[src/ebus_seq_regs.svh]
`ifndef EBUS_SEQ_REGS_SVH
`define EBUS_SEQ_REGS_SVH
`define TU_DIV_DEFAULT    8'h01
`define AB_MIN            3'h1
`define AB_EXT_MAX        3'h3
`define AE_WIDTH          5
`define ZERO_CNT          6'h00
`define ONE_CNT           6'h01
`define ZERO_DIV          8'h00
`define ONE_DIV           8'h01
`endif

[src/ebus_seq_pkg.sv]
`default_nettype none
package ebus_seq_pkg;
    typedef enum logic [2:0] {
        PH_IDLE = 3'b000,
        PH_AB   = 3'b001,
        PH_C    = 3'b010,
        PH_D    = 3'b011,
        PH_E    = 3'b100,
        PH_RDY  = 3'b101,
        PH_F    = 3'b110
    } phase_e;
endpackage
`default_nettype wire

[src/external_bus_cycle_phase_sequencer.sv]
`include "ebus_seq_regs.svh"
`default_nettype none
module external_bus_cycle_phase_sequencer
    import ebus_seq_pkg::*;
#(
    parameter int AW = 24,
    parameter int DW = 16
) (
    // clock and reset
    input  wire logic          core_clk,
    input  wire logic          rst_n,
    // phase time unit divider, cycles per unit minus one
    input  wire logic [7:0]    phase_time_unit,
    // chip select timing control
    input  wire logic [0:0]    address_setup_phase,
    input  wire logic [1:0]    address_window_extra,
    input  wire logic [1:0]    command_delay_phase,
    input  wire logic [0:0]    write_setup_tristate_phase,
    input  wire logic [4:0]    access_phase,
    input  wire logic [1:0]    hold_phase,
    input  wire logic          mux_mode,
    input  wire logic          ready_enable,
    input  wire logic          ready_active_high,
    input  wire logic          ready_async,
    // request side
    input  wire logic          req_valid,
    output logic               req_ready,
    input  wire logic          req_write,
    input  wire logic [AW-1:0] req_addr,
    input  wire logic [DW-1:0] req_wdata,
    input  wire logic          req_upper_byte,
    output logic               done_pulse,
    output logic [DW-1:0]      rd_data,
    // external pins
    output logic [AW-1:0]      separate_address_lines,
    output logic [DW-1:0]      shared_bus_lines_out,
    output logic               shared_bus_lines_oe_n,
    input  wire logic [DW-1:0] shared_bus_lines_in,
    output logic [DW-1:0]      separate_data_lines_out,
    output logic               separate_data_lines_oe_n,
    input  wire logic [DW-1:0] separate_data_lines_in,
    output logic               addr_latch_en,
    output logic               rd_n,
    output logic               wr_n,
    output logic               upper_byte_select_n,
    input  wire logic          ready_pin
);
    import ebus_seq_pkg::*;

    typedef struct packed {
        phase_e          ph;
        logic [5:0]      cnt;
        logic [7:0]      div;
        logic            wr;
        logic [AW-1:0]   addr;
        logic [DW-1:0]   wdata;
        logic            ub;
        logic [AW-1:16]  last_win;
        logic            win_valid;
        logic [DW-1:0]   rdata;
        logic            done;
        logic [1:0]      sync;
        logic            rdy_s;
    } state_s;

    state_s cur_reg;
    state_s cur_next;

    logic   tick;
    logic   rdy_now;
    logic   rdy_raw;
    logic   win_change;
    logic [5:0] ab_len;

    assign tick    = (cur_reg.div == `ZERO_DIV);
    assign rdy_raw = ready_pin ~^ ready_active_high;
    // async path: two-stage synchroniser plus one registered stage
    assign rdy_now = ready_async ? cur_reg.rdy_s : rdy_raw;
    assign win_change = !cur_reg.win_valid || (req_addr[AW-1:16] != cur_reg.last_win);
    assign ab_len = 6'(`AB_MIN) + 6'(address_setup_phase)
                  + (win_change ? 6'(address_window_extra) : `ZERO_CNT);

    function automatic logic [5:0] len_of(input phase_e p);
        case (p)
            PH_C:    len_of = 6'(command_delay_phase);
            PH_D:    len_of = 6'(write_setup_tristate_phase);
            PH_E:    len_of = 6'(access_phase) + `ONE_CNT;
            PH_F:    len_of = 6'(hold_phase);
            default: len_of = `ZERO_CNT;
        endcase
    endfunction

    // first nonzero phase at or after p
    function automatic phase_e skip_from(input phase_e p);
        phase_e q;
        q = p;
        if (q == PH_C && len_of(PH_C) == `ZERO_CNT) q = PH_D;
        if (q == PH_D && len_of(PH_D) == `ZERO_CNT) q = PH_E;
        skip_from = q;
    endfunction

    always_comb begin
        cur_next = cur_reg;
        cur_next.done = 1'b0;
        cur_next.sync = {cur_reg.sync[0], ready_pin ~^ ready_active_high};
        cur_next.rdy_s = cur_reg.sync[1];
        cur_next.div = tick ? phase_time_unit : cur_reg.div - `ONE_DIV;
        case (cur_reg.ph)
            PH_IDLE: begin
                cur_next.div = phase_time_unit;
                if (req_valid) begin
                    cur_next.ph = PH_AB;
                    cur_next.cnt = ab_len;
                    cur_next.wr = req_write;
                    cur_next.addr = req_addr;
                    cur_next.wdata = req_wdata;
                    cur_next.ub = req_upper_byte;
                    cur_next.last_win = req_addr[AW-1:16];
                    cur_next.win_valid = 1'b1;
                end
            end
            PH_AB, PH_C, PH_D: begin
                if (tick) begin
                    if (cur_reg.cnt == `ONE_CNT) begin
                        cur_next.ph = skip_from(cur_reg.ph == PH_AB ? PH_C :
                                                cur_reg.ph == PH_C ? PH_D : PH_E);
                        cur_next.cnt = len_of(cur_next.ph);
                    end else begin
                        cur_next.cnt = cur_reg.cnt - `ONE_CNT;
                    end
                end
            end
            PH_E, PH_RDY: begin
                if (tick) begin
                    if (cur_reg.cnt > `ONE_CNT) begin
                        cur_next.cnt = cur_reg.cnt - `ONE_CNT;
                    end else if (ready_enable && !rdy_now) begin
                        cur_next.ph = PH_RDY;
                        cur_next.cnt = `ONE_CNT;
                    end else begin
                        if (!cur_reg.wr) begin
                            // strobe rises on this edge; data latched in the same edge
                            cur_next.rdata = mux_mode ? shared_bus_lines_in : separate_data_lines_in;
                        end
                        cur_next.cnt = len_of(PH_F);
                        cur_next.ph = (len_of(PH_F) == `ZERO_CNT) ? PH_IDLE : PH_F;
                        cur_next.done = (len_of(PH_F) == `ZERO_CNT);
                    end
                end
            end
            PH_F: begin
                if (tick) begin
                    if (cur_reg.cnt == `ONE_CNT) begin
                        cur_next.ph = PH_IDLE;
                        cur_next.done = 1'b1;
                    end else begin
                        cur_next.cnt = cur_reg.cnt - `ONE_CNT;
                    end
                end
            end
            default: cur_next.ph = PH_IDLE;
        endcase
    end

    always_ff @(posedge core_clk or negedge rst_n) begin
        if (!rst_n) begin
            cur_reg <= '0;
        end else begin
            cur_reg <= cur_next;
        end
    end

    logic in_cmd;
    assign in_cmd = (cur_reg.ph == PH_E) || (cur_reg.ph == PH_RDY) ||
                    (cur_reg.ph == PH_D && cur_reg.wr);

    assign req_ready = (cur_reg.ph == PH_IDLE);
    assign done_pulse = cur_reg.done;
    assign rd_data = cur_reg.rdata;
    assign separate_address_lines = cur_reg.addr;
    assign addr_latch_en = (cur_reg.ph == PH_AB) && mux_mode;
    // multiplexed: address during setup, then write data or release
    // address stays on the shared lines through command delay, never stale write data
    assign shared_bus_lines_out = (cur_reg.ph == PH_AB || cur_reg.ph == PH_C) ?
                                  cur_reg.addr[DW-1:0] : cur_reg.wdata;
    assign shared_bus_lines_oe_n = !(mux_mode && (cur_reg.ph == PH_AB || cur_reg.ph == PH_C ||
                                   (cur_reg.wr && cur_reg.ph != PH_IDLE)));
    assign separate_data_lines_out = cur_reg.wdata;
    assign separate_data_lines_oe_n = !(!mux_mode && cur_reg.wr && cur_reg.ph != PH_IDLE);
    assign rd_n = !(in_cmd && !cur_reg.wr && cur_reg.ph != PH_D);
    assign wr_n = !(in_cmd && cur_reg.wr);
    assign upper_byte_select_n = !(cur_reg.ub && cur_reg.ph != PH_IDLE);

    order_ab_a: assert property (@(posedge core_clk) disable iff (!rst_n)
        (cur_reg.ph == PH_IDLE && req_valid) |=> cur_reg.ph == PH_AB) else $error("cycle did not start with setup");
    order_f_a: assert property (@(posedge core_clk) disable iff (!rst_n)
        cur_reg.ph == PH_F |-> $past(cur_reg.ph) inside {PH_E, PH_RDY, PH_F}) else $error("hold not after access");
    ab_len_a: assert property (@(posedge core_clk) disable iff (!rst_n)
        (cur_reg.ph == PH_AB) |-> cur_reg.cnt inside {[1:5]}) else $error("setup length out of range");
    skip_c_a: assert property (@(posedge core_clk) disable iff (!rst_n)
        (cur_reg.ph == PH_C) |-> command_delay_phase != 2'h0) else $error("zero phase entered");
    wait_rdy_a: assert property (@(posedge core_clk) disable iff (!rst_n)
        (cur_reg.ph == PH_E && cur_reg.cnt == 6'h01 && tick && ready_enable && !rdy_now)
        |=> cur_reg.ph == PH_RDY) else $error("no wait state on not ready");
    end_rdy_a: assert property (@(posedge core_clk) disable iff (!rst_n)
        (cur_reg.ph == PH_RDY && tick && rdy_now) |=> cur_reg.ph inside {PH_F, PH_IDLE}) else $error("ready ignored");
    rd_cap_a: assert property (@(posedge core_clk) disable iff (!rst_n)
        ($rose(rd_n) && !cur_reg.wr) |-> cur_reg.rdata == $past(mux_mode ? shared_bus_lines_in : separate_data_lines_in))
        else $error("read data not captured at strobe end");
    rd_hold_a: assert property (@(posedge core_clk) disable iff (!rst_n)
        (cur_reg.ph == PH_E && !cur_reg.wr) |-> $stable(rd_data)) else $error("read data changed in access");
    oe_demux_a: assert property (@(posedge core_clk) disable iff (!rst_n)
        (!wr_n && !mux_mode) |-> !separate_data_lines_oe_n) else $error("write data not driven");
    mux_addr_a: assert property (@(posedge core_clk) disable iff (!rst_n)
        (cur_reg.ph == PH_AB && mux_mode) |-> shared_bus_lines_out == cur_reg.addr[DW-1:0]) else $error("mux address wrong");
    cnt_load_a: assert property (@(posedge core_clk) disable iff (!rst_n)
        ($changed(cur_reg.ph) && cur_reg.ph == PH_E) |-> cur_reg.cnt == 6'(access_phase) + 6'h01) else $error("access not loaded");

    rd_cycle_c: cover property (@(posedge core_clk) disable iff (!rst_n) $rose(rd_n));
    wr_cycle_c: cover property (@(posedge core_clk) disable iff (!rst_n) $rose(wr_n));
    rdy_wait_c: cover property (@(posedge core_clk) disable iff (!rst_n) cur_reg.ph == PH_RDY);
endmodule
`default_nettype wire

[config.mk]
export PLATFORM = sky130hd
export DESIGN_NAME = external_bus_cycle_phase_sequencer
export DESIGN_NICKNAME = d
export VERILOG_FILES = /design/src/ebus_seq_pkg.sv /design/src/external_bus_cycle_phase_sequencer.sv
export VERILOG_INCLUDE_DIRS = /design/src
export SDC_FILE = /design/constraint.sdc
export NUM_CORES = 1
export LEC_CHECK = 0
export BUFFER_PORTS_ARGS = -buffer_cell sky130_fd_sc_hd__clkbuf_2
export CORE_UTILIZATION = 35
export CTS_BUF_LIST = sky130_fd_sc_hd__clkbuf_2 sky130_fd_sc_hd__clkbuf_4 sky130_fd_sc_hd__clkbuf_8
export DETAILED_ROUTE_END_ITERATION = 6
export PLACE_DENSITY = 0.65
export SLEW_MARGIN = 20
export SYNTH_ARGS = -nofsm -noshare
export SYNTH_HDL_FRONTEND = slang
export SYNTH_SLANG_ARGS = --single-unit
[constraint.sdc]
create_clock -name core_clk -period 2.2 [get_ports core_clk]
set_input_delay 0.22 -clock core_clk [delete_from_list [all_inputs] [get_ports core_clk]]
set_output_delay 0.22 -clock core_clk [all_outputs]
set_load 0.1 [all_outputs]
==> results.json <==
{
  "status": "finished, violations left",
  "violations": "negative setup slack",
  "drive_gt1_frac": 0.6235,
  "cp.arrival_ns": 2.53,
  "required_ns": 2.48,
  "ant_nets": 0,
  "clock_path_buffers": 2,
  "fp.dieW_microns": 118.4,
  "grt_pass1_vias": 3954,
  "yosysSeqAreaShare": 0.4224,
  "dieArea_sq_um": 14010,
  "synth_warnings": 0,
  "grt_first_pass_wirelength_microns": 19400,
  "worst-path-max-fanout": 2,
  "syn_inst": 426,
  "setup_viol_count_final": 1,
  "start_util": 0.3579,
  "synth_edf_count": 0,
  "period_needed_ns": 2.251,
  "dr.pass1.iters": 4,
  "rows": 42,
  "fin_util": 0.4882,
  "p_total_mw": 3.659,
  "numPlacedInstances": 735,
  "end_kind": "flop",
  "grt_usage": 0.1775,
  "fp.coreArea_sq_um": 13240,
  "hold_path.class": "in2reg",
  "dp.final_hpwl_microns": 8844,
  "portBuffers": 182,
  "drt_iter0_markers": 171,
  "synth_area_leaders": "dfrtp_1, mux2_2, buf_4, xnor2_1, ha_1",
  "post-place-ws_ns": -0.09373,
  "synth_ff_type": "dfrtp_1",
  "rrSetupSlack_ns": -0.05,
  "hp-start": "req_addr[9]",
  "worstSetupPathType": "reg2reg",
  "synth.avg_cell_area_sq_um": 11.13,
  "synthArstFlopShare": 1.000,
  "gr-total-overflow": 0,
  "synth_top_cell_by_area": "dfrtp_1",
  "r2r-end": "cur_reg[80]$_DFFE_PN0P_",
  "synth_nets": 536,
  "syn_to_final_growth_pct": 36.40,
  "clock.fmax_ghz": 0.4443,
  "whs_endpoint": "separate_address_lines[9]$_DFFE_PN0P_",
  "start_kind": "flop",
  "powerDensity_nw_per_um2": 565.9,
  "clkSinkCount": 80,
  "synth_commonest_cells": "mux2_2, dfrtp_1, buf_4",
  "layout_setup_ws_ns": -0.05094,
  "hold_depth": 2,
  "gp_congestion": 0.8316,
  "finalNonFillerCells": 763,
  "timing.hold.ws_ns": 0.07837,
  "die_h_microns": 118.4,
  "nets": 692,
  "cts_buffers": 9,
  "netlist_area_sq_um": 4740,
  "routed-via-count": 3781,
  "rr_worst_depth": 10,
  "ys_types": 60,
  "yosysMostFrequentCell": "mux2_2",
  "cts.clk_slew.worst_paths_ns": 0.08,
  "largest_register_ffs": 24,
  "cap_viol_max_count": 0,
  "finalWirelength_microns": 12110,
  "fill_cells": 1239,
  "diodes": 0,
  "drc": 0,
  "wl_per_cell_microns": 15.87,
  "reg2reg_from": "separate_address_lines[21]$_DFFE_PN0P_",
  "drv_slew": 0,
  "slew_headroom": 0.6324,
  "cts_max_level": 3,
  "cellLeakagePower_nw": 3.226,
  "viasPerCell": 4.955,
  "root_buffer": "clkbuf_8",
  "io_pins": 183,
  "antenna_found_initial": 0,
  "worst_clock_skew_ns": 0.009968,
  "worstMarginPinSlew_ns": 0.5537,
  "ys_ff_latch": 80,
  "grt_max_degree": 48,
  "rsz0062_at_grt": "yes",
  "cts_tree": "built",
  "peakVddDrop_v": 0.0003313,
  "synth.top_cell.area_share": 0.4224,
  "clock_latency_ns": 0.37,
  "fin_crit_sh": 1.023,
  "hold_viol": 0
}
routing by layer:
| metal | track usage | vias up | part of all wire |
|---|---|---|---|
| li1 | - | 1764 | - |
| met1 | 0.2083 | 1844 | 0.41 |
| met2 | 0.3037 | 151 | 0.50 |
| met3 | 0.04585 | 22 | 0.068 |
| met4 | 0.08070 | 0 | 0.022 |
| met5 | 0 | - | 0 |
worst max path at each step:
stage                                           start                        to  slack (ns)  cells past startpoint
2_1_floorplan                 cur_reg[86]$_DFFE_PN0P_  shared_bus_lines_out[10]       -0.02                      5
6_report       separate_address_lines[21]$_DFFE_PN0P_   cur_reg[80]$_DFFE_PN0P_       -0.05                     10
4_1_cts                       cur_reg[86]$_DFFE_PN0P_   shared_bus_lines_out[4]       -0.05                      6
5_1_grt        separate_address_lines[20]$_DFFE_PN0P_   cur_reg[80]$_DFFE_PN0P_       -0.18                     10
3_5_place_dp   separate_address_lines[21]$_DFFE_PN0P_   cur_reg[80]$_DFFE_PN0P_       -0.09                     10
3_3_place_gp   separate_address_lines[20]$_DFFE_PN0P_   cur_reg[80]$_DFFE_PN0P_        0.01                     10
final cells by class:
| type | instances | area [sq um] | share of cell area |
|---|---|---|---|
| inverters | 13 | 52.55 | 0.008129 |
| clock buffers | 11 | 145.1 | 0.02245 |
| repair buffers | 218 | 1577 | 0.2439 |
| clock inverters | 5 | 78.83 | 0.01219 |
| flip-flops and latches | 80 | 2006 | 0.3102 |
| multi-input cells | 260 | 2386 | 0.3691 |
| well taps | 176 | 220.2 | 0.03406 |
worst max-delay path: stages (launching register included):
cell and delay, ns:
dfrtp_1 0.42, xnor2_2 0.17, nand3_2 0.14, o31ai_4 0.26
ha_2 0.20, inv_2 0.04, ha_4 0.25, nor2b_1 0.12
a31oi_1 0.05, o32a_2 0.38, a41oi_2 0.13
what timing repair did:
item                                   4_1_cts  5_1_grt
endpoints found under the hold margin       33        0
gates resized for setup                     28       16
setup endpoints to repair                   19       22
setup buffers                                8        3
hold buffers                                 1        0
pin swaps                                   13        1
gates cloned                                 2        0
placed cells by master (no fill, tap or decap), drive strengths merged, types with 8 or more instances in the layout:
| cell | n |
|---|---|
| xnor2 | 11 |
| clkbuf | 171 |
| mux2 | 92 |
| a21oi | 15 |
| dfrtp | 80 |
| nor2 | 19 |
| inv | 13 |
| nand2 | 18 |
| buf | 57 |
| nor3 | 8 |
logic make-up after synthesis:
group                    after synthesis  share of synthesized area
multiplexers                          92                     0.2186
XOR/XNOR                              18                    0.03326
AO/OA/AOI/OAI                         59                    0.09029
adder cells (fa/ha/maj)                7                    0.01848
AND/OR/NAND/NOR                       84                    0.09953
flip-flops                            80                     0.4224
buffers and inverters                 86                     0.1175
per-stage QoR:
stage          TNS [ns]  instance area (sq um)
2_1_floorplan   -0.1676                   4777
3_3_place_gp          0                   5951
3_5_place_dp   -0.09373                   5951
4_1_cts         -0.5290                   6434
5_1_grt         -0.2803                   6465
6_report       -0.05094                   6465
where the power goes:
group | internal, mW | switching (mW) | leakage, nW
sequential | 1.59 | 0.114 | 1.07
clock | 0.683 | 0.551 | 0.117
combinational | 0.367 | 0.358 | 2.04
Power figures use the tool's default switching activity.
